[src/dci_cfg.svh]
// Constants of the debug command interpreter
`ifndef DCI_CFG_SVH
`define DCI_CFG_SVH
`define DCI_CMD_REV      8'h00
`define DCI_CMD_STAT     8'h02
`define DCI_CMD_RUNCNT   8'h03
`define DCI_CMD_CTL_WR   8'h04
`define DCI_CMD_CTL_RD   8'h05
`define DCI_CMD_PC_WR    8'h06
`define DCI_CNT_ZERO     16'h0000
`define DCI_CNT_MAX      16'hFFFF
`define DCI_CNT_ONE      16'h0001
`define DCI_CTL_RESET    8'h00
`define DCI_PC_RESET     16'h0000
`define DCI_BYTE_ZERO    8'h00
`define DCI_SHIFT_RESET  16'h0000
`define DCI_HALT_BIT     7
`endif

[src/dci_pkg.sv]
// Types of the debug command interpreter
package dci_pkg;
  typedef enum logic [2:0] {
    DCI_IDLE  = 3'h0,
    DCI_SEND  = 3'h1,
    DCI_CTL   = 3'h2,
    DCI_PC_HI = 3'h3,
    DCI_PC_LO = 3'h4
  } dci_state_type;

  typedef struct packed {
    logic       valid;
    logic [7:0] data;
  } dci_byte_type;

  typedef struct packed {
    logic        valid;
    logic [15:0] value;
  } dci_pc_type;
endpackage

[src/dci_interp.sv]
// Command interpreter of the on-chip debugger
`timescale 1ns/1ps
`include "dci_cfg.svh"
module dci_interp
  import dci_pkg::*;
#(
  parameter logic [15:0] REVISION = 16'h0100  // Arbitrary revision value
)(
  input  wire logic         core_clk,
  input  wire logic         rst,
  input  wire dci_byte_type rx_byte,
  input  wire logic         tx_ready,
  input  wire logic [7:0]   status_in,
  input  wire logic         count_run,
  input  wire logic         count_overwrite,
  input  wire logic         read_protect,
  output dci_byte_type      tx_byte,
  output logic [7:0]        debugger_control_reg,
  output dci_pc_type        pc_load
);
  // Elaboration check: an all-zero revision is refused
  if (REVISION == `DCI_CNT_ZERO) begin : g_bad_revision
    $error("revision must be nonzero");
  end

  dci_state_type state_r, state_nxt;
  logic [15:0]   cnt_r, cnt_nxt;
  logic [7:0]    ctl_r, ctl_nxt;
  logic [7:0]    pc_hi_r, pc_hi_nxt;
  logic [15:0]   shift_r, shift_nxt;
  logic          two_r, two_nxt;
  dci_byte_type  tx_r, tx_nxt;
  dci_pc_type    pc_r, pc_nxt;

  // Applies a control write, keeping the halt bit set under protection
  function automatic logic [7:0] ctl_write(input logic [7:0] cur, input logic [7:0] wr,
                                           input logic prot);
    logic [7:0] v;
    v = wr;
    if (prot && cur[`DCI_HALT_BIT]) v[`DCI_HALT_BIT] = 1'b1;
    return v;
  endfunction

  // Command decoding, response sequencing and counter update
  always_comb begin
    state_nxt = state_r;
    cnt_nxt   = cnt_r;
    ctl_nxt   = ctl_r;
    pc_hi_nxt = pc_hi_r;
    shift_nxt = shift_r;
    two_nxt   = two_r;
    tx_nxt    = tx_r;
    pc_nxt    = '0;
    if (count_overwrite) cnt_nxt = `DCI_CNT_ZERO;
    else if (count_run && cnt_r != `DCI_CNT_MAX) cnt_nxt = cnt_r + `DCI_CNT_ONE;
    if (tx_r.valid && tx_ready) tx_nxt.valid = 1'b0;
    unique case (state_r)
      DCI_IDLE: begin
        if (rx_byte.valid) begin
          unique case (rx_byte.data)
            `DCI_CMD_REV: begin
              shift_nxt = REVISION;
              two_nxt   = 1'b1;
              state_nxt = DCI_SEND;
            end
            `DCI_CMD_STAT: begin
              shift_nxt = {status_in, `DCI_BYTE_ZERO};
              two_nxt   = 1'b0;
              state_nxt = DCI_SEND;
            end
            `DCI_CMD_RUNCNT: begin
              shift_nxt = cnt_r;
              two_nxt   = 1'b1;
              state_nxt = DCI_SEND;
            end
            `DCI_CMD_CTL_RD: begin
              shift_nxt = {ctl_r, `DCI_BYTE_ZERO};
              two_nxt   = 1'b0;
              state_nxt = DCI_SEND;
            end
            `DCI_CMD_CTL_WR: state_nxt = DCI_CTL;
            `DCI_CMD_PC_WR:  state_nxt = DCI_PC_HI;
            default:         state_nxt = DCI_IDLE;
          endcase
        end
      end
      DCI_SEND: begin
        if (!tx_r.valid || tx_ready) begin
          tx_nxt.valid = 1'b1;
          tx_nxt.data  = shift_r[15:8];  // High byte first
          shift_nxt    = {shift_r[7:0], `DCI_BYTE_ZERO};
          two_nxt      = 1'b0;
          if (!two_r) state_nxt = DCI_IDLE;
        end
      end
      DCI_CTL: begin
        if (rx_byte.valid) begin
          ctl_nxt   = ctl_write(ctl_r, rx_byte.data, read_protect);
          state_nxt = DCI_IDLE;
        end
      end
      DCI_PC_HI: begin
        if (rx_byte.valid) begin
          pc_hi_nxt = rx_byte.data;
          state_nxt = DCI_PC_LO;
        end
      end
      DCI_PC_LO: begin
        if (rx_byte.valid) begin
          pc_nxt.value = {pc_hi_r, rx_byte.data};
          pc_nxt.valid = ctl_r[`DCI_HALT_BIT] && !read_protect;
          state_nxt    = DCI_IDLE;
        end
      end
      default: state_nxt = DCI_IDLE;
    endcase
  end

  // State registers
  always_ff @(posedge core_clk) begin
    if (rst) begin
      state_r <= DCI_IDLE;
      cnt_r   <= `DCI_CNT_ZERO;
      ctl_r   <= `DCI_CTL_RESET;
      pc_hi_r <= `DCI_BYTE_ZERO;
      shift_r <= `DCI_SHIFT_RESET;
      two_r   <= 1'b0;
      tx_r    <= '0;
      pc_r    <= '0;
    end else begin
      state_r <= state_nxt;
      cnt_r   <= cnt_nxt;
      ctl_r   <= ctl_nxt;
      pc_hi_r <= pc_hi_nxt;
      shift_r <= shift_nxt;
      two_r   <= two_nxt;
      tx_r    <= tx_nxt;
      pc_r    <= pc_nxt;
    end
  end

  assign tx_byte              = tx_r;
  assign debugger_control_reg = ctl_r;
  assign pc_load              = pc_r;
endmodule

[config.mk]
export PLATFORM = sky130hd
export DESIGN_NAME = dci_interp
export DESIGN_NICKNAME = d
export VERILOG_FILES = /design/src/dci_pkg.sv /design/src/dci_interp.sv
export VERILOG_INCLUDE_DIRS = /design/src /design/src/src
export SDC_FILE = /design/constraint.sdc
export NUM_CORES = 1
export LEC_CHECK = 0
export BUFFER_PORTS_ARGS = -buffer_cell sky130_fd_sc_hd__buf_4
export CORE_MARGIN = 8
export CORE_UTILIZATION = 30
export CTS_CLUSTER_SIZE = 30
export DETAILED_ROUTE_END_ITERATION = 16
export GPL_ROUTABILITY_DRIVEN = 0
export PLACE_DENSITY = 0.45
export SLEW_MARGIN = 10
export SYNTH_ARGS = -nofsm -noshare
export SYNTH_HDL_FRONTEND = slang
export SYNTH_SLANG_ARGS = --single-unit
[constraint.sdc]
create_clock -name core_clk -period 1.8 [get_ports core_clk]
set_input_delay 0.36 -clock core_clk [delete_from_list [all_inputs] [get_ports core_clk]]
set_output_delay 0.36 -clock core_clk [all_outputs]
set_load 0.01 [all_outputs]
# [Word level (Yosys, flattened, before mapping)]
# Cells that the tools add are included.
[classes] eq_ne=17 n_addsub=1 reduce_logical=22 bitwise=2 n_mux=19
[op_table] operator="case mux 16 bit (4 select lines)" n=1
[op_table] operator="two-way mux 16 bit" n=2
[op_table] operator="case mux 16 bit (2 select lines)" n=1
[op_table] operator="equality test 8 x 3 -> 1 bit (second input constant)" n=3
[op_table] operator="two-way mux 9 bit" n=2
[op_table] operator="adder 16 x 1 -> 16 bit (second input constant)" n=1
[op_table] operator="equality test 8 x 2 -> 1 bit (second input constant)" n=2
[op_table] operator="!= test 16 bit (second input constant)" n=1
[op_table] operator="two-way mux 3 bit" n=5
[op_table] operator="case mux 3 bit (4 select lines)" n=1
[op_table] operator="zero test 8 bit" n=1
[op_table] operator="!= test 2 bit (second input constant)" n=4
[op_table] operator="AND reduction 4 bit" n=2
[op_table] operator="OR reduction 2 bit" n=4
[op_table] operator="equality test 3 x 2 -> 1 bit (second input constant)" n=2
[op_table] operator="case mux 2 bit (3 select lines)" n=1
[op_table] operator="AND reduction 2 bit" n=3
[op_table] operator="!= test 5 x 1 -> 1 bit (second input constant)" n=1
[op_table] operator="AND reduction 5 bit" n=1
[op_table] operator="logical AND 1 bit" n=4
[op_table] operator="two-way mux 1 bit" n=4
[op_table] operator="case mux 1 bit (2 select lines)" n=2
[op_table] operator="OR reduction 4 bit" n=1
[op_table] operator="equality test 3 x 1 -> 1 bit (second input constant)" n=1
[op_table] operator="other kinds (9)" n=11
[totals] inputBits=23 regBits=78 out_inout_bits=34 elab_cells=71

# [Longest topological paths before layout]
# Gate-level depths: netlist of run 1.
[logic_depth] ltp_word=5 mapped_depth=6 depth_no_buf=5

# [Worst setup path after synthesis of run 1]
# No wires, ideal clock.
[synth_path] path_type="in2reg" start="input rx_byte[6] in the netlist's numbering" end="register shift_r[15]" n_path_buf=0 t_arrival_ns=1.624 path_stages=4 t_required_ns=1.714 path_slack_ns=0.089 setup_time_ns=0.086 path_cell_list="or4_4 > a2111oi_4 > a22oi_1 > a221oi_2"
[synth_via] elab_chain_cells=4 word_cells_on_any_way=9 classes_between="4 x eq/ne; 3 x mux; 2 x reduce/logical"
[synth_rtl] item="from (decl)" line_no="dci_interp.sv:11" rtl="input wire dci_byte_type rx_byte,"
[synth_rtl] item="equality test 8 x 3 -> 1 bit, or another cell as far along" line_no="dci_interp.sv:60" rtl="unique case (rx_byte.data)"
[synth_rtl] item="case mux 16 bit (4 select lines)" line_no="dci_interp.sv:60"
[synth_rtl] item="two-way mux 16 bit" line_no="dci_interp.sv:59" rtl="if (rx_byte.valid) begin"
[synth_rtl] item="case mux 16 bit (2 select lines)" line_no="dci_interp.sv:57" rtl="unique case (state_r)"
[synth_rtl] item="to (signal assigned)" line_no="dci_interp.sv:126" rtl="shift_r <= `DCI_SHIFT_RESET;"
[synth_rtl] item="to (signal assigned)" line_no="dci_interp.sv:135" rtl="shift_r <= shift_nxt;"
[synth_rtl] item="to (decl)" line_no="dci_interp.sv:30" rtl="logic [15:0] shift_r, shift_nxt;"
# Parallel ways exist; a longest one is shown, timed or not. The select of a mux whose other input is x is not followed.
# A chain may end at the register's enable or synchronous reset.

# [Final worst setup path of run 1]
[layout_path] start="register cnt_r[8]" end="register cnt_r[13]"
[layout_via] elab_chain_cells=2 word_cells_on_any_way=3 classes_between="1 x add/sub; 1 x eq/ne; 1 x reduce/logical"
[layout_rtl] item="from (decl)" line_no="dci_interp.sv:27" rtl="logic [15:0] cnt_r, cnt_nxt;"
[layout_rtl] item="from (signal assigned)" line_no="dci_interp.sv:123" rtl="cnt_r <= `DCI_CNT_ZERO;"
[layout_rtl] item="from (signal assigned)" line_no="dci_interp.sv:132" rtl="cnt_r <= cnt_nxt;"
[layout_rtl] item="branches (longest 2 deep; another with adder 16 x 1 -> 16 bit)"
# Parallel ways; which one is timed is not known.

==> metrics.csv, run 1 <==
metric;value;unit
worstMarginPinSlew;544;ps
layout_setup_ws;129;ps
r2r_start;cnt_r[8];
grt_pass1_vias;3008;
initial_utilization;30.8;%
synth_nets;438;
slew_violations;0;
ys_types;69;
finalSetupViolCount;0;
startpoint_type;flop;
status;finished, final reports clean;
hold_depth;2;
totalWireLength;9960;um
num_rows;39;
setup_total_negative_slack;0;ps
critPathKind;reg -> reg;
synth_edf_count;0;
worstRegToRegCells;5;
chipHeight;124;um
clk_latency;340;ps
fin_nets;523;
end_kind;flop;
drt-wirelength-per-cell;15.4;um
dp_hpwl;7490;um
fin_crit;1670;ps
largest_reg_flops;17;
drcViolationCount;0;
fmax;599;MHz
worstHoldStart;rx_byte[4];
die_w;124;um
hold_slack;265;ps
grt_util_all_layers;12.8;%
cp_data_required_time;2030;ps
ys_warn_count;0;
finalHoldViolCount;0;
rrSetupSlack;130;ps
pin_count;57;
slew_headroom;63.6;%
cap_violations;0;
dieArea;15400;sq um
min_path_type;in -> reg;
cts_tree;built;
grt_max_degree;27;
layout_common_cells;buf_4, nand2_1, dfxtp_1;
hold_buffers;0;
dr.pass1.iters;4;
via_count;3190;
p_leak;1.74;nW
ir_drop;0.430;mV
synthArstFlopShare;0;%
grt_setup_unrepaired;false;
cts_buffer_depth;2;
period_share;92.8;%
hold_end;pc_load[4];
dpl_cell_area;4340;sq um
core_area;11400;sq um
dp_cells;629;
diodes;0;
avgSynthCellArea;8.48;sq um
mostFrequentLayoutCell;buf_4;
syn_to_final_growth;32.5;%
finish.instance_area;4650;sq um
fin_skew;6.30;ps
globalRoute.totalOverflow;0;
yosys.area.top_type;dfxtp_1;
pre_cts_ws;-172;ps
crit_path_max_fanout;5;
ys_ff_latch;78;
r2r-end;cnt_r[13];
ant_nets;0;
io_buffers;56;
htreeDepth;3;
synthDominantCellAreaShare;44.5;%
power.density;787;nW/um^2
drt_iter0_markers;153;
grt_first_pass_wirelength;16100;um
viasPerCell;4.93;
path_clk_slew;60;ps
drive_gt1_share;26.0;%
synth_top_flop_cell;dfxtp_1;
worstPathArrival;1900;ps
antenna_found_initial;0;
final_cells;647;
fill_cells;1203;
seq_area_frac_synth;44.5;%
numCtsBuffers;9;
cts_root_buffer;clkbuf_16;
syn_inst;414;
syn-cell-area;3510;sq um
synth_area_leaders;dfxtp_1, nand2_1, a21oi_1, mux2i_1, and2_1;
clkSinkCount;78;
## synthesized netlist by cell type, drive strengths merged (2+ instances only)
library cell / instances
nand2: 90
dfxtp: 78
a21oi: 35
nor2: 20
and2: 16
inv: 15
buf: 14
nand2b: 13
o21ai: 12
clkbuf: 11
mux2i: 10
a211oi: 7
a311oi: 6
nand4: 6
nor3: 6
o22ai: 5
or4: 5
a2111o: 4
a31oi: 4
and3: 4
nor4: 4
o31ai: 4
nand3: 3
nand3b: 3
or2: 3
a2111oi: 2
a41o: 2
nand4b: 2
o211ai: 2
or3: 2
or3b: 2
## per-layer routing
metal	up-vias	track usage, %	wire, um
met5	-	0	0
met4	0	5.74	160
met3	12	3.06	364
met2	59	19.7	4660
met1	1474	16.6	4780
li1	1645	-	-
## final cells by class
| cell class | instances | area [sq um] | share of cell area (%) |
|---|---|---|---|
| multi-input cells | 296 | 1790 | 38.5 |
| flip-flops and latches | 78 | 1560 | 33.6 |
| repair buffers | 99 | 781 | 16.8 |
| clock buffers | 9 | 225 | 4.84 |
| well taps | 143 | 179 | 3.85 |
| clock inverters | 7 | 56.3 | 1.21 |
| inverters | 15 | 56.3 | 1.21 |
## critical path, stage by stage (launching register included)
cell and delay [ps]:
dfxtp_1 400, nand4_1 220, buf_4 210, nor3_1 370, a31oi_1 150, a41o_1 210
## through the flow
stage               power [W]  utilization [%]
CTS                   0.00373             40.5
finish                0.00366             40.8
floorplan             0.00186                -
global route          0.00383             40.8
detailed placement    0.00198             38.0
global placement      0.00198             38.0
## worst max-delay path by stage
stage / end / slack, ps / from / cells past startpoint
after CTS: cnt_r[0] / 9 / cnt_r[1] / 6
after floorplan: shift_r[15] / 90 / rx_byte[6] / 4
final: cnt_r[13] / 130 / cnt_r[8] / 5
after detailed placement: shift_r[11] / -170 / rx_byte[6] / 8
after global routing: cnt_r[1] / 3 / cnt_r[1] / 6
after global placement: shift_r[11] / -170 / rx_byte[6] / 8
## power by group
group | leakage (nW) | switching, W | total [W] | internal (W)
Clock | 0.137 | 0.000776 | 0.00173 | 0.000950
Combinational | 0.971 | 0.000111 | 0.000204 | 0.0000927
Sequential | 0.629 | 0.00000315 | 0.00173 | 0.00173
Total | 1.74 | 0.000890 | 0.00366 | 0.00277
## what timing repair did
item / in CTS / in global routing
endpoints found under the setup margin: 0 / 13
setup buffers: 0 / 2
resized for setup: 0 / 3
## kinds of logic after synthesis
group | Yosys count | share of synthesized area [%]
muxes | 10 | 2.85
DFF | 78 | 44.5
AOI/OAI and AO/OA | 96 | 19.1
adders and majority gates | 1 | 0.356
and+or+nand+nor | 187 | 27.9
buffers and inverters | 40 | 4.84
xor gates and xnor gates | 2 | 0.499
(Power assumes the default switching activity.)
==> run 2: changes to the inputs <==
- ABC_AREA: not set -> 1
- TNS_END_PERCENT: not set -> 10
- clock period: 1.8 -> 1.5 ns (I/O delays scaled with it)
==> metrics.csv, run 2 <==
metric;value;unit
drt_iter0_markers;155;
grt_setup_unrepaired;true;
drive_gt1_share;29.2;%
ys_warn_count;0;
fin_crit;1460;ps
via_count;3364;
yosys.area.top_type;dfxtp_1;
syn-cell-area;3500;sq um
cts_buffer_depth;2;
seqPwrFrac;42.9;%
layout_common_cells;buf_4, nand2_1, nor2_1;
pwr-share-clk;51.8;%
status;finished, final reports clean;
p_comb_share;5.3;%
synth_edf_count;0;
synth_nets;502;
dp_hpwl;8050;um
pre_cts_ws;-10.7;ps
power.density;1010;nW/um^2
ys_types;35;
finalSetupViolCount;0;
end_kind;flop;
initial_utilization;30.6;%
synthArstFlopShare;0;%
diodes;0;
worstPathArrival;1710;ps
hold_slack;134;ps
fill_cells;1234;
crit_path_max_fanout;5;
ys_top_cells_by_count;nand2_1, dfxtp_1, nor2_1;
syn_inst;478;
slew_violations;0;
slew_headroom;63.4;%
viasPerCell;4.63;
globalRoute.totalOverflow;0;
grt_first_pass_wirelength;17200;um
layout_setup_ws;43.0;ps
swShare;20.8;%
avgSynthCellArea;7.32;sq um
period_share;97.1;%
p_switching;0.00101;W
cts_tree;built;
antenna_found_initial;0;
dp_cells;706;
clk_latency;340;ps
ant_nets;0;
p_int;0.00386;W
synthDominantCellAreaShare;44.6;%
totalWireLength;10400;um
clkSinkCount;78;
die_w;124;um
min_path_type;in -> reg;
htreeDepth;3;
drcViolationCount;0;
num_rows;39;
dr.pass1.iters;4;
pin_count;57;
synth_top_flop_cell;dfxtp_1;
critPathKind;reg -> reg;
cts_root_buffer;clkbuf_16;
seq_area_frac_synth;44.6;%
chipHeight;124;um
p_leak;2.09;nW
numCtsBuffers;9;
ys_ff_latch;78;
grt_util_all_layers;14.6;%
drt-wirelength-per-cell;14.4;um
worstMarginPinSlew;549;ps
syn_to_final_growth;38.5;%
grt_max_degree;27;
grt_pass1_vias;3452;
fmax;686;MHz
fin_nets;602;
core_area;11400;sq um
ir_drop;0.688;mV
largest_reg_flops;17;
io_buffers;56;
hold_buffers;0;
synth_area_leaders;dfxtp_1, nand2_1, nor2_1, nand3_1, a21oi_1;
cap_violations;0;
finalHoldViolCount;0;
fin_skew;6.25;ps
dieArea;15400;sq um
final_cells;726;
startpoint_type;flop;
cp_data_required_time;1760;ps
mostFrequentLayoutCell;buf_4;
yosysMostFrequentCell;nand2_1;
path_clk_slew;60;ps
==> run 2: cell types whose count changed in the layout (fill, tap and decap cells not counted), moves of 7 or more <==
cell / delta
o21ai_0: +33
nand3_1: +41
inv_2: +10
a211oi_1: -7
nand2b_1: -13
and2_1: -15
xor2_1: +7
inv_1: +12
mux2i_1: -10
nor2_1: +56
==> run 2: power by group through the flow <==
stage / logic, W / registers (W) / clock network (W)
after global placement: 0.000253 / 0.00214 / 0
after floorplan: 0.000113 / 0.00214 / 0
after global routing: 0.000287 / 0.00209 / 0.00267
after CTS: 0.000255 / 0.00209 / 0.00260
final: 0.000259 / 0.00209 / 0.00253
after detailed placement: 0.000254 / 0.00214 / 0
==> run 2: worst max-delay path, stage by stage (launching register included) <==
cell	delay (ps)
dfxtp_1	310
ha_2	190
nand2_2	100
nor2_4	40
nand2_2	80
nor2_4	50
nor2_4	230
buf_4	190
nand2_1	50
a21oi_1	130
==> run 2: kinds of logic (layout without fill, tap and decap cells) <==
| family | Yosys count | count (layout) | share of synthesized area (%) |
|---|---|---|---|
| xor+xnor | 10 | 10 | 2.50 |
| simple gates | 241 | 241 | 32.0 |
| compound gates | 90 | 90 | 13.1 |
| fa+ha+maj | 1 | 1 | 0.357 |
| flops | 78 | 78 | 44.6 |
| buf+inv | 58 | 163 | 7.40 |
==> run 2: area by class of cell <==
cell class                      instances  area [sq um]  share of cell area [%]
Clock buffer                           10           239                    4.93
Clock inverter                          6           109                    2.25
Inverter                               40           161                    3.33
Multi-Input combinational cell        342          1720                    35.5
Sequential cell                        78          1570                    32.4
Tap cell                              143           179                    3.69
Timing Repair Buffer                  107           871                    18.0
==> run 2: path summary, 6_finish.rpt <==
check                             startpoint           to  slack, ps  cells past startpoint
worst max-delay path                cnt_r[1]     cnt_r[2]         40                      9
worst min register to register    pc_hi_r[2]  pc_load[10]        440                      2
worst max register to register      cnt_r[1]     cnt_r[2]         40                      9
worst min-delay path            read_protect  pc_load[16]        130                      2
==> run 2: per-stage QoR <==
step / power [W] / instance area, sq um / util [%] / TNS, ps
detailed placement: 0.00239 / 4400 / 38.5 / -16.5
global placement: 0.00239 / 4400 / 38.5 / 0
CTS: 0.00495 / 4750 / 41.6 / 0
finish: 0.00488 / 4850 / 42.4 / 0
floorplan: 0.00225 / 3500 / - / 0
global route: 0.00505 / 4850 / 42.4 / -314
==> run 2: what timing repair did <==
item	in CTS	in global routing
endpoints found under the hold margin	0	0
pin swaps	0	6
cloned	0	0
setup buffers	0	4
gates resized for setup	1	21
setup endpoints to repair	2	39
==> run 2: metal layers <==
metal | up-vias | track usage, % | wire length [um]
li1 | 1760 | - | -
met1 | 1539 | 16.3 | 4480
met2 | 55 | 26.0 | 5290
met3 | 10 | 4.35 | 512
met4 | 0 | 4.91 | 146
met5 | - | 0 | 0
